<file path="src/hw/mac_filter_pkg.sv">
// Purpose: constants and types for the station address and hash filter
// Assumes: apb with 32-bit data, byte address = 4 * register index
// Notes: offsets are register indexes
package mac_filter_pkg;
    localparam logic [3:0] IDX_STATION_ADDRESS_HIGH = 4'h2;
    localparam logic [3:0] IDX_STATION_ADDRESS_LOW = 4'h3;
    localparam logic [3:0] IDX_GROUP_HASH_UPPER = 4'h4;
    localparam logic [3:0] IDX_GROUP_HASH_LOWER = 4'h5;
    localparam logic [3:0] IDX_FILTER_CONTROL = 4'h9;
    localparam logic [3:0] IDX_FILTER_STATUS = 4'hA;
    localparam logic [31:0] RST_STATION_ADDRESS_HIGH = 32'h0000FFFF;
    localparam logic [31:0] RST_STATION_ADDRESS_LOW = 32'h0FFFFFFF;
    localparam logic [31:0] RST_GROUP_HASH = 32'h00000000;
    localparam logic [31:0] CRC_INIT = 32'hFFFFFFFF;
    localparam logic [31:0] CRC_POLY = 32'h04C11DB7;
    localparam int CTRL_ACCEPT_ALL_BIT = 0;
    localparam int STAT_LOADED_BIT = 0;
    localparam int STAT_INIT_DONE_BIT = 1;
    localparam logic [3:0] ROM_FIRST_ADDR_BYTE = 4'h1;
    localparam logic [3:0] ROM_LAST_LOW_BYTE = 4'h4;
    localparam logic [3:0] ROM_LAST_ADDR_BYTE = 4'h6;

    typedef struct packed {
        logic psel;
        logic penable;
        logic pwrite;
        logic [11:0] paddr;
        logic [31:0] pwdata;
    } apb_req_type;

    typedef struct packed {
        logic valid;
        logic [47:0] dest;
    } frame_req_type;

    typedef struct packed {
        logic valid;
        logic [3:0] addr;
        logic [7:0] data;
    } rom_byte_type;
endpackage

</file>
<file path="src/hw/mac_station_addr_hash_filter.sv">
// Purpose: station address and multicast hash filter registers over apb
// Assumes: loader bytes and frame requests come from logic on CLOCK_I
// Notes: one decision per frame request, answer two cycles later
//
// Summary of operation
// - high register holds address bits 15:0
// - rom bytes 0x05, 0x06 load high register
// - low register holds address bits 47:16
// - rom bytes 0x01..0x04 fill low ascending
// - load only when programmed rom present
// - low bits 7:0 first byte on wire
// - leftmost address byte is sent first
// - six-bit index selects one of 64
// - index top bit picks upper or lower
// - zero index is lower bit 0
// - selected bit one accepts, zero rejects
// - accept-all bit passes every group frame
// - upper register holds table bits 63:32
//
// Decided for this implementation: the APB slave port.
`timescale 1ns/1ps
module mac_station_addr_hash_filter
    import mac_filter_pkg::*;
(
    // clock and reset
    input wire logic CLOCK_I,
    input wire logic SYS_RST_I,
    // apb slave
    input wire logic PSEL_I,
    input wire logic PENABLE_I,
    input wire logic PWRITE_I,
    input wire logic [11:0] PADDR_I,
    input wire logic [31:0] PWDATA_I,
    output logic [31:0] PRDATA_O,
    output logic PREADY_O,
    output logic PSLVERR_O,
    // power-on loader
    input wire logic ROM_PROGRAMMED_I,
    input wire logic ROM_BYTE_VALID_I,
    input wire logic [3:0] ROM_BYTE_ADDR_I,
    input wire logic [7:0] ROM_BYTE_DATA_I,
    input wire logic INIT_DONE_I,
    // frame filter
    input wire logic FRAME_VALID_I,
    input wire logic [47:0] FRAME_DEST_I,
    output logic FILTER_VALID_O,
    output logic FILTER_ACCEPT_O,
    output logic [47:0] STATION_ADDRESS_O
);
    apb_req_type req;
    frame_req_type frm;
    rom_byte_type rom;
    logic [31:0] station_address_high;
    logic [31:0] station_address_low;
    logic [31:0] group_hash_upper;
    logic [31:0] group_hash_lower;
    logic accept_every_group_frame;
    logic loaded;
    logic init_done;
    logic access;
    logic [9:0] word_idx;
    logic idx_ok;
    logic [5:0] hash_index;
    logic frame_group;
    logic stage_valid;
    logic stage_group;
    logic [5:0] stage_index;
    logic [31:0] next_prdata;
    logic [31:0] dest_crc;
    logic [63:0] hash_table;

    assign req = '{PSEL_I, PENABLE_I, PWRITE_I, PADDR_I, PWDATA_I};
    assign frm = '{FRAME_VALID_I, FRAME_DEST_I};
    assign rom = '{ROM_BYTE_VALID_I, ROM_BYTE_ADDR_I, ROM_BYTE_DATA_I};
    assign access = req.psel && req.penable && PREADY_O;
    assign word_idx = req.paddr[11:2];
    assign idx_ok = (word_idx[9:4] == 6'h00) && (req.paddr[1:0] == 2'h0);

    // crc-32 over the six bytes in wire order, lsb of each byte first
    function automatic logic [31:0] crc_dest(input logic [47:0] a);
        logic [31:0] c;
        logic fb;
        c = CRC_INIT;
        for (int b = 0; b < 6; b++) begin
            for (int i = 0; i < 8; i++) begin
                // byte 0 is the leftmost (msb) byte of the address
                fb = c[31] ^ a[47 - 8 * b - 7 + i];
                c = {c[30:0], 1'b0} ^ (fb ? CRC_POLY : 32'h00000000);
            end
        end
        return c;
    endfunction

    function automatic logic reg_hit(input logic [3:0] idx);
        return idx_ok && (word_idx[3:0] == idx);
    endfunction

    assign dest_crc = crc_dest(frm.dest);
    assign hash_index = dest_crc[31:26];
    // whole table in index order, upper register on top
    assign hash_table = {group_hash_upper, group_hash_lower};
    // group bit is lsb of first byte on the wire
    assign frame_group = frm.dest[40];

    // apb answers with zero wait states; unmapped addresses flag pslverr
    always_ff @(posedge CLOCK_I) begin
        if (SYS_RST_I) begin
            PREADY_O <= 1'b0;
        end else begin
            PREADY_O <= req.psel && !req.penable;
        end
    end

    always_comb begin
        next_prdata = 32'h00000000;
        case (1'b1)
            reg_hit(IDX_STATION_ADDRESS_HIGH): begin
                next_prdata = {16'h0000, station_address_high[15:0]};
            end
            reg_hit(IDX_STATION_ADDRESS_LOW): begin
                next_prdata = station_address_low;
            end
            reg_hit(IDX_GROUP_HASH_UPPER): next_prdata = group_hash_upper;
            reg_hit(IDX_GROUP_HASH_LOWER): next_prdata = group_hash_lower;
            reg_hit(IDX_FILTER_CONTROL): begin
                next_prdata[CTRL_ACCEPT_ALL_BIT] = accept_every_group_frame;
            end
            reg_hit(IDX_FILTER_STATUS): begin
                next_prdata[STAT_LOADED_BIT] = loaded;
                next_prdata[STAT_INIT_DONE_BIT] = init_done;
            end
            default: next_prdata = 32'h00000000;
        endcase
    end

    always_ff @(posedge CLOCK_I) begin
        if (SYS_RST_I) begin
            PRDATA_O <= 32'h00000000;
            PSLVERR_O <= 1'b0;
        end else if (req.psel && !req.penable) begin
            PRDATA_O <= req.pwrite ? 32'h00000000 : next_prdata;
            PSLVERR_O <= !(reg_hit(IDX_STATION_ADDRESS_HIGH)
                || reg_hit(IDX_STATION_ADDRESS_LOW)
                || reg_hit(IDX_GROUP_HASH_UPPER)
                || reg_hit(IDX_GROUP_HASH_LOWER)
                || reg_hit(IDX_FILTER_CONTROL)
                || reg_hit(IDX_FILTER_STATUS));
        end else if (!req.psel) begin
            PSLVERR_O <= 1'b0;
        end
    end

    // init done is held once seen; host address writes are dropped until then
    always_ff @(posedge CLOCK_I) begin
        if (SYS_RST_I) begin
            init_done <= 1'b0;
            loaded <= 1'b0;
        end else begin
            if (INIT_DONE_I) begin
                init_done <= 1'b1;
            end
            if (!init_done && ROM_PROGRAMMED_I && rom.valid
                && rom.addr == ROM_LAST_ADDR_BYTE) begin
                loaded <= 1'b1;
            end
        end
    end

    // address writes before init are dropped so the load cannot be torn
    always_ff @(posedge CLOCK_I) begin
        if (SYS_RST_I) begin
            station_address_high <= RST_STATION_ADDRESS_HIGH;
            station_address_low <= RST_STATION_ADDRESS_LOW;
        end else if (!init_done) begin
            if (ROM_PROGRAMMED_I && rom.valid) begin
                if (rom.addr >= ROM_FIRST_ADDR_BYTE
                    && rom.addr <= ROM_LAST_LOW_BYTE) begin
                    // byte 0x01 is first on the wire, bits 7:0
                    station_address_low[8 * (rom.addr - 4'h1) +: 8]
                        <= rom.data;
                end else if (rom.addr > ROM_LAST_LOW_BYTE
                    && rom.addr <= ROM_LAST_ADDR_BYTE) begin
                    station_address_high[8 * (rom.addr - 4'h5) +: 8]
                        <= rom.data;
                end
            end
        end else if (access && req.pwrite) begin
            if (reg_hit(IDX_STATION_ADDRESS_HIGH)) begin
                station_address_high <= {16'h0000, req.pwdata[15:0]};
            end
            if (reg_hit(IDX_STATION_ADDRESS_LOW)) begin
                station_address_low <= req.pwdata;
            end
        end
    end

    always_ff @(posedge CLOCK_I) begin
        if (SYS_RST_I) begin
            group_hash_upper <= RST_GROUP_HASH;
            group_hash_lower <= RST_GROUP_HASH;
            accept_every_group_frame <= 1'b0;
        end else if (access && req.pwrite) begin
            if (reg_hit(IDX_GROUP_HASH_UPPER)) begin
                group_hash_upper <= req.pwdata;
            end
            if (reg_hit(IDX_GROUP_HASH_LOWER)) begin
                group_hash_lower <= req.pwdata;
            end
            if (reg_hit(IDX_FILTER_CONTROL)) begin
                accept_every_group_frame <= req.pwdata[CTRL_ACCEPT_ALL_BIT];
            end
        end
    end

    always_ff @(posedge CLOCK_I) begin
        if (SYS_RST_I) begin
            STATION_ADDRESS_O <= 48'h000000000000;
        end else begin
            // first wire byte (low bits 7:0) becomes the leftmost byte
            STATION_ADDRESS_O <= {station_address_low[7:0],
                station_address_low[15:8], station_address_low[23:16],
                station_address_low[31:24], station_address_high[7:0],
                station_address_high[15:8]};
        end
    end

    // two stages: crc index first, table lookup second
    always_ff @(posedge CLOCK_I) begin
        if (SYS_RST_I) begin
            stage_valid <= 1'b0;
            stage_group <= 1'b0;
            stage_index <= 6'h00;
        end else begin
            stage_valid <= frm.valid;
            stage_group <= frame_group;
            stage_index <= hash_index;
        end
    end

    always_ff @(posedge CLOCK_I) begin
        if (SYS_RST_I) begin
            FILTER_VALID_O <= 1'b0;
            FILTER_ACCEPT_O <= 1'b0;
        end else begin
            FILTER_VALID_O <= stage_valid;
            if (!stage_valid || !stage_group) begin
                FILTER_ACCEPT_O <= 1'b0;
            end else if (accept_every_group_frame) begin
                FILTER_ACCEPT_O <= 1'b1;
            end else if (stage_index[5]) begin
                FILTER_ACCEPT_O <= group_hash_upper[stage_index[4:0]];
            end else begin
                FILTER_ACCEPT_O <= group_hash_lower[stage_index[4:0]];
            end
        end
    end

    // table taken as it stood in the decision cycle, so a write racing
    // the lookup does not trip the check
    a_hash_select: assert property (
        @(posedge CLOCK_I) disable iff (SYS_RST_I)
        stage_valid && stage_group && !accept_every_group_frame
        |=> FILTER_ACCEPT_O == $past(hash_table[stage_index]))
        else $error("hash table bit not applied");
    a_accept_all: assert property (
        @(posedge CLOCK_I) disable iff (SYS_RST_I)
        stage_valid && stage_group && accept_every_group_frame
        |=> FILTER_ACCEPT_O)
        else $error("accept-all frame rejected");
    a_filter_latency: assert property (
        @(posedge CLOCK_I) disable iff (SYS_RST_I)
        frm.valid |-> ##2 FILTER_VALID_O)
        else $error("filter answer not two cycles after request");
    // read data is latched at setup, so compare with the value seen there
    a_addr_high_read: assert property (
        @(posedge CLOCK_I) disable iff (SYS_RST_I)
        req.psel && !req.penable && !req.pwrite
        && reg_hit(IDX_STATION_ADDRESS_HIGH)
        |=> PRDATA_O == {16'h0000, $past(station_address_high[15:0])})
        else $error("high address read wrong");
    a_addr_low_read: assert property (
        @(posedge CLOCK_I) disable iff (SYS_RST_I)
        req.psel && !req.penable && !req.pwrite
        && reg_hit(IDX_STATION_ADDRESS_LOW)
        |=> PRDATA_O == $past(station_address_low))
        else $error("low address read wrong");
    a_addr_locked: assert property (
        @(posedge CLOCK_I) disable iff (SYS_RST_I)
        !init_done && !rom.valid |=> $stable(station_address_low))
        else $error("address changed before init without loader");
    a_rom_low_byte: assert property (
        @(posedge CLOCK_I) disable iff (SYS_RST_I)
        !init_done && ROM_PROGRAMMED_I && rom.valid
        && rom.addr == ROM_FIRST_ADDR_BYTE
        |=> station_address_low[7:0] == $past(rom.data))
        else $error("rom byte one not in low bits");
    a_rom_high_byte: assert property (
        @(posedge CLOCK_I) disable iff (SYS_RST_I)
        !init_done && ROM_PROGRAMMED_I && rom.valid
        && rom.addr == ROM_LAST_ADDR_BYTE
        |=> station_address_high[15:8] == $past(rom.data))
        else $error("rom byte six not in high bits 15:8");
    a_rom_absent: assert property (
        @(posedge CLOCK_I) disable iff (SYS_RST_I)
        !init_done && !ROM_PROGRAMMED_I |=> $stable(station_address_high))
        else $error("address loaded without programmed rom");

    c_group_accept: cover property (@(posedge CLOCK_I)
        FILTER_VALID_O && FILTER_ACCEPT_O);
    c_group_reject: cover property (@(posedge CLOCK_I)
        stage_valid && stage_group ##1 FILTER_VALID_O && !FILTER_ACCEPT_O);
    c_rom_load: cover property (@(posedge CLOCK_I) loaded && init_done);
    c_hash_write: cover property (@(posedge CLOCK_I)
        access && req.pwrite && reg_hit(IDX_GROUP_HASH_UPPER));
    c_bus_error: cover property (@(posedge CLOCK_I) PREADY_O && PSLVERR_O);
endmodule

</file>
<file path="config.mk">
export PLATFORM = sky130hd
export DESIGN_NAME = mac_station_addr_hash_filter
export DESIGN_NICKNAME = d
export VERILOG_FILES = /design/src/hw/mac_filter_pkg.sv /design/src/hw/mac_station_addr_hash_filter.sv
export SDC_FILE = /design/constraint.sdc
export NUM_CORES = 1
export LEC_CHECK = 0
export ABC_AREA = 1
export BUFFER_PORTS_ARGS = -buffer_cell sky130_fd_sc_hd__buf_2
export CORE_UTILIZATION = 52
export DETAILED_ROUTE_END_ITERATION = 10
export GPL_TIMING_DRIVEN = 0
export PLACE_DENSITY = 0.71
export SETUP_SLACK_MARGIN = 0.3
export SLEW_MARGIN = 0
export SYNTH_ARGS = -nofsm -noshare
export SYNTH_HDL_FRONTEND = slang
export SYNTH_SLANG_ARGS = --single-unit
</file>
<file path="constraint.sdc">
create_clock -name CLOCK_I -period 5.3 [get_ports CLOCK_I]
set_clock_uncertainty 0.1 [all_clocks]
set_input_delay 1.06 -clock CLOCK_I [delete_from_list [all_inputs] [get_ports CLOCK_I]]
set_output_delay 1.06 -clock CLOCK_I [all_outputs]
set_load 0.03 [all_outputs]
</file>
**Word level (Yosys, flattened, before mapping)**

Index checks and enable logic that the tools add are counted.
W data, S select, Z words.

- Output and inout port bits: 84
- Latch bits: 0
- Register bits: 223
- Input bits: 113
- Bits in writable memories: 0
- Memory bits (read-only): 0
- Memories: 0

- Shifts and indexed selects: 4
- Magnitude comparators: 5
- $add $sub $neg: 4
- Equality and inequality tests: 12
- Reductions and logical operators: 39
- Divide/modulo/power cells: 0
- Multiply operators: 0
- Multiplexer cells: 86
- Bitwise operators: 95

Operators with widths:

| kind | number |
|---|---|
| $xor A32 B27 Y32 | 47 |
| $mux W27 | 48 |
| $mux W32 | 12 |
| $mux W30 | 4 |
| $neg A32 Y34 | 2 |
| $shift A8 B34 Y32 const A | 2 |
| $shiftx A8 B34 Y32 | 2 |
| $bwmux W32 | 2 |
| $xor A1 B1 Y1 | 47 |
| $not A26 Y31 | 1 |
| $mux W1 | 18 |
| $logic_and A1 B1 Y1 | 17 |
| $eq A4 B3 Y1 const B | 3 |
| $bmux W1 S5 | 2 |
| $eq A4 B2 Y1 const B | 2 |
| $eq A4 B4 Y1 const B | 2 |
| $le A4 B3 Y1 const B | 2 |
| $ne A2 B1 Y1 const B | 4 |
| $logic_not A6 Y1 | 1 |
| $logic_or A1 B1 Y1 | 6 |
| $lt A5 B6 Y1 const B | 1 |
| $reduce_and A2 Y1 | 3 |
| $reduce_bool A2 Y1 | 3 |
| $logic_not A1 Y1 | 5 |
| other kinds (9) | 9 |

**Longest topological paths before layout**

- Depth after elaboration: 143
- Gate-level depth with buffers: 35
- Depth with buffers taken out: 34

**Worst setup path after synthesis**

No wires, ideal clock.

- Path type: input-to-reg
- Start point: in ROM_BYTE_ADDR_I[1]
- End point: reg station_address_high[10]
- Stages on the path: 20
- Library setup time: 0.126 ns
- Required time: 5.074 ns
- Setup slack: 1.268 ns
- Arrival: 3.807 ns
- Cells stage by stage: inv_1 ha_1 nor2_1 inv_1 nand2_1 inv_1 nor2_1 inv_1 nor2_1 inv_1 ha_1 nor4_1 nand4_1 o41ai_1 o21ai_0 nor3_2 o21ai_1 clkbuf_1 a21oi_1 nand2_1

- Cells in the longest elaborated chain, start to end: 8

Ends and longest elaborated chain:

| element | line | RTL |
|---|---|---|
| start, declared | mac_station_addr_hash_filter.sv:40 | `input wire logic [3:0] ROM_BYTE_ADDR_I,` |
| $sub A4 B3 Y5 | mac_station_addr_hash_filter.sv:183 | `station_address_high[8 * (rom.addr - 4'h5) +: 8]` |
| $neg A32 Y34 | mac_station_addr_hash_filter.sv:183 |  |
| $shiftx A8 B34 Y32 or $shift A8 B34 Y32 (tied branches) | mac_station_addr_hash_filter.sv:183 |  |
| $bwmux W32 | mac_station_addr_hash_filter.sv:183 |  |
| $mux W32 | mac_station_addr_hash_filter.sv:181 | `end else if (rom.addr > ROM_LAST_LOW_BYTE` |
| $mux W32 | mac_station_addr_hash_filter.sv:176 | `if (rom.addr >= ROM_FIRST_ADDR_BYTE` |
| $mux W32 | mac_station_addr_hash_filter.sv:175 | `if (ROM_PROGRAMMED_I && rom.valid) begin` |
| $mux W32 | mac_station_addr_hash_filter.sv:174 | `end else if (!init_done) begin` |
| end signal, assigned | mac_station_addr_hash_filter.sv:189 | `station_address_high <= {16'h0000, req.pwdata[15:0]};` |
| end, declared | mac_station_addr_hash_filter.sv:53 | `logic [31:0] station_address_high;` |

Several ways; a longest one is shown, not always the timed one. The select of a mux whose other input is x is not followed.
A chain may end at the register's enable or synchronous reset.

**Worst setup path after layout**

- Start point: in ROM_BYTE_ADDR_I[0]
- End point: reg station_address_high[1]

The elaborated chain is that of the path after synthesis.

==> flow_summary.yaml <==
finish:
  area_growth_pct: 13.81
  stdcell_count: 3082
  final_core_util: 0.6025
  layout-drive-gt1-share: 0.1605
  fin_nets: 2816
  antenna_cells: 0
job:
  maxCapViolations: 0
critical_path:
  cpPeakStageDelay_ps: 360
  timing.critical_path.mode_cell: "inv_1"
  required_ps: 5550
  crit_fanout: 10
  cp_slowest_cell: "nor4_1"
  worstSetupPathType: "primary input to flip-flop"
  crit_path_start_kind: "primary input"
  critPathCaptureType: "flip-flop"
  critPathTopFamily: "simple AND/OR/NAND/NOR gates"
  reg2reg_from: "stage_index[0]$_SDFF_PP0_"
  path_cells: "buf_2 > inv_1 > ha_1 > nor2_1 > inv_1 > nand2_1 > inv_1 > nor2_1 > inv_1 > nor2_1 > inv_1 > ha_1 > nor4_1 > nand4_1 > o41ai_1 > o21ai_0 > nor4_1 > o21ai_0 > inv_1 > clkbuf_1 > o211ai_1"
  arrival_ps: 4830
  path_buf_inv: 8
  crit_path_start: "ROM_BYTE_ADDR_I[0]"
power_and_ir_drop:
  p_int_mw: 3.982
  p_comb_frac: 0.612
  leakagePower_nw: 8.796
  p_sw_frac: 0.4942
  ir_drop_mv: 0.5211
  switchingPower_mw: 3.891
  p_clk_frac: 0.181
  p_per_area_mw_per_mm2: 454.0
  pwr-share-seq: 0.207
yosys:
  synth_area_leaders: "dfxtp_1 (27%), nand2_1 (20%), nand3_1 (8.2%), inv_1 (6.9%), a21oi_1 (5.2%)"
  synth.top_cell.area_share: 0.2720
  async_reset_ff_frac: 0
  yosys.area.top_type: "dfxtp_1"
  synth_nets: 2602
  synth_area_mm2: 0.01523
  yosysUniqueCellTypes: 49
  yosysWarnings: 0
  syn_area_per_cell_um2: 6.163
  synthCells: 2472
  synth_ff_type: "dfxtp_1"
  synth-seq-area-share: 0.2720
  synth-seq-cells: 207
  synth_edf_count: 0
global_routing:
  grt_max_degree: 16
  grt_pass1_vias: 15950
  antenna_found_initial: 1
  grt_pass1_wl_mm: 84.65
  track_usage: 0.3558
  grt_overflow: 0
cts:
  cts_resized: 0
  clock-sinks: 207
  clkLatencyLatePin_ps: 500
  hold_buffers: 0
  clk_path_buf_depth: 3
  cts_tree: "built"
  cts_root_buffer: "clkbuf_16"
  cts_buffers: 20
  cts.clk_slew.worst_paths_ps: 60
  cts_setup_buffers: 0
  htreeDepth: 1
floorplan:
  coreArea_mm2: 0.02878
  initial_utilization: 0.5293
  ios: 197
  rows: 62
  dieArea_mm2: 0.02999
  fp.dieH_um: 173.2
  die_w_um: 173.2
timing:
  maxSlewViolCount: 0
  fin_crit_ps: 4581
  relSlewSlack: 0.2627
  setup_violations: 0
  fin_hold_ws_ps: 345.7
  tightest_slew_ps: 1092
  max_freq_mhz: 218.3
  period_share: 0.8643
  rsz0062_at_grt: "no"
  finalHoldViolations: 0
route:
  viasPerCell: 5.530
  ant_nets: 0
  vias: 17040
  wire_per_inst_um: 17.52
  dr.pass1.iters: 6
  drt_wl_total_mm: 54.00
  drt_iter0_markers: 1339
  drc: 0
placed_design:
  io_buffers: 192
  routabilityCongestion: 0.9931
  dp_hpwl_mm: 43.48
  place_inst: 3048
min_path:
  hold_path_startpoint: "station_address_high[10]$_SDFFE_PP1P_"
  worstHoldPathType: "flip-flop to flip-flop"
run_status:
  status: "finished clean"
## area by class of cell
cell class                 instances  area (µm²)
fill                            2878       11440
multi-input combinational       1861        9537
sequential                       207        4144
inverter                         318        1209
timing repair buffer             192       960.9
clock buffer                      25       570.5
tap                              384       480.5
buffer                            86       362.8
clock inverter                     9       75.07
## stage by stage
| stage | TNS (ps) | worst slack (ps) | cell area, µm² | power, mW |
|---|---|---|---|---|
| floorplan | 0 | 1268 | 15230 | 5.367 |
| global placement | 0 | 1.107 | 16680 | 6.292 |
| detailed placement | -442.6 | -120.7 | 16680 | 6.407 |
| CTS | 0 | 404.8 | 17320 | 7.826 |
| global route | 0 | 375.8 | 17340 | 8.575 |
| finish | 0 | 719.4 | 17340 | 7.873 |
## metal layers
layer / global-route usage / vias to the layer above / wire (µm)
met5: 0 / - / 0
met4: 0.2065 / 0 / 3233
met3: 0.03232 / 155 / 3507
met2: 0.6047 / 725 / 24960
met1: 0.4401 / 7751 / 22300
li1: - / 8413 / -
## kinds of logic (layout without fill, tap and decap cells)
family / Yosys count / count (layout) / synth area share
AOI/OAI and AO/OA: 403 / 403 / 0.1503
xor gates and xnor gates: 74 / 74 / 0.04575
adders and majority gates: 17 / 17 / 0.01396
buffers and inverters: 404 / 630 / 0.1032
DFF: 207 / 207 / 0.2720
and+or+nand+nor: 1367 / 1367 / 0.4148
## path summary, 6_finish.rpt
| kind | depth (start not counted) | to | slack (ps) |
|---|---|---|---|
| min reg2reg | 2 | STATION_ADDRESS_O[2]$_SDFF_PP0_ | 350 |
| max reg2reg | 10 | FILTER_ACCEPT_O$_SDFF_PP0_ | 1970 |
| min | 2 | STATION_ADDRESS_O[2]$_SDFF_PP0_ | 350 |
| max | 21 | station_address_high[1]$_SDFFE_PP1P_ | 720 |
## synth_stat cells, types with 17 or more instances
| cell | instances |
|---|---|
| inv_2 | 30 |
| o21ai_0 | 145 |
| o211ai_1 | 59 |
| nand2_4 | 35 |
| nand2_2 | 91 |
| inv_1 | 279 |
| nor2_1 | 114 |
| nand3_2 | 20 |
| nand3_1 | 250 |
| a21oi_1 | 158 |
| xor2_1 | 50 |
| xnor2_1 | 19 |
| o221ai_1 | 20 |
| ha_1 | 17 |
| clkbuf_1 | 73 |
| nand4_1 | 18 |
| dfxtp_1 | 207 |
| nand2_1 | 792 |
## sequential cells by signal, summed over array words and instances, names as in the netlist
signal                    count
stage_index                   6
PSLVERR_O                     1
group_hash_upper             32
STATION_ADDRESS_O            48
PREADY_O                      1
accept_every_group_frame      1
loaded                        1
stage_valid                   1
PRDATA_O                     32
stage_group                   1
station_address_high         16
FILTER_ACCEPT_O               1
FILTER_VALID_O                1
station_address_low          32
group_hash_lower             32
init_done                     1
## worst reg2reg max path: cells and delay by family (launching register included)
| family | cells | cell delay (ps) |
|---|---|---|
| buffers and inverters | 3 | 1080 |
| flip-flops | 1 | 300 |
| AO/OA/AOI/OAI | 5 | 1590 |
| AND/OR/NAND/NOR | 2 | 190 |
## placed cells by master, fill, tap and decap left out, types with 8 or more instances in the layout
cell type,netlist,final
buf_2,2,194
ha_1,17,17
nand3_1,250,250
xnor2_1,19,19
clkbuf_1,73,74
nand2_4,35,35
o211ai_1,59,59
inv_1,279,279
xor2_1,50,50
o21ai_0,145,145
nor4_1,8,8
nand2_1,792,792
o221ai_1,20,20
inv_2,30,30
a21oi_1,158,157
nor2_1,114,114
clkbuf_16,0,21
nand4_1,18,18
nand2_2,91,91
nor3_1,14,14
nand3_2,20,20
dfxtp_1,207,207
nand3b_1,10,10
## power by group through the flow
stage | Combinational [mW] | Sequential, mW | Clock [mW]
finish | 4.82 | 1.63 | 1.42
global route | 5.44 | 1.63 | 1.50
CTS | 4.76 | 1.63 | 1.44
detailed placement | 4.74 | 1.66 | 0
global placement | 4.63 | 1.66 | 0
floorplan | 3.67 | 1.70 | 0
No activity file was read; power rests on OpenSTA's default activity.
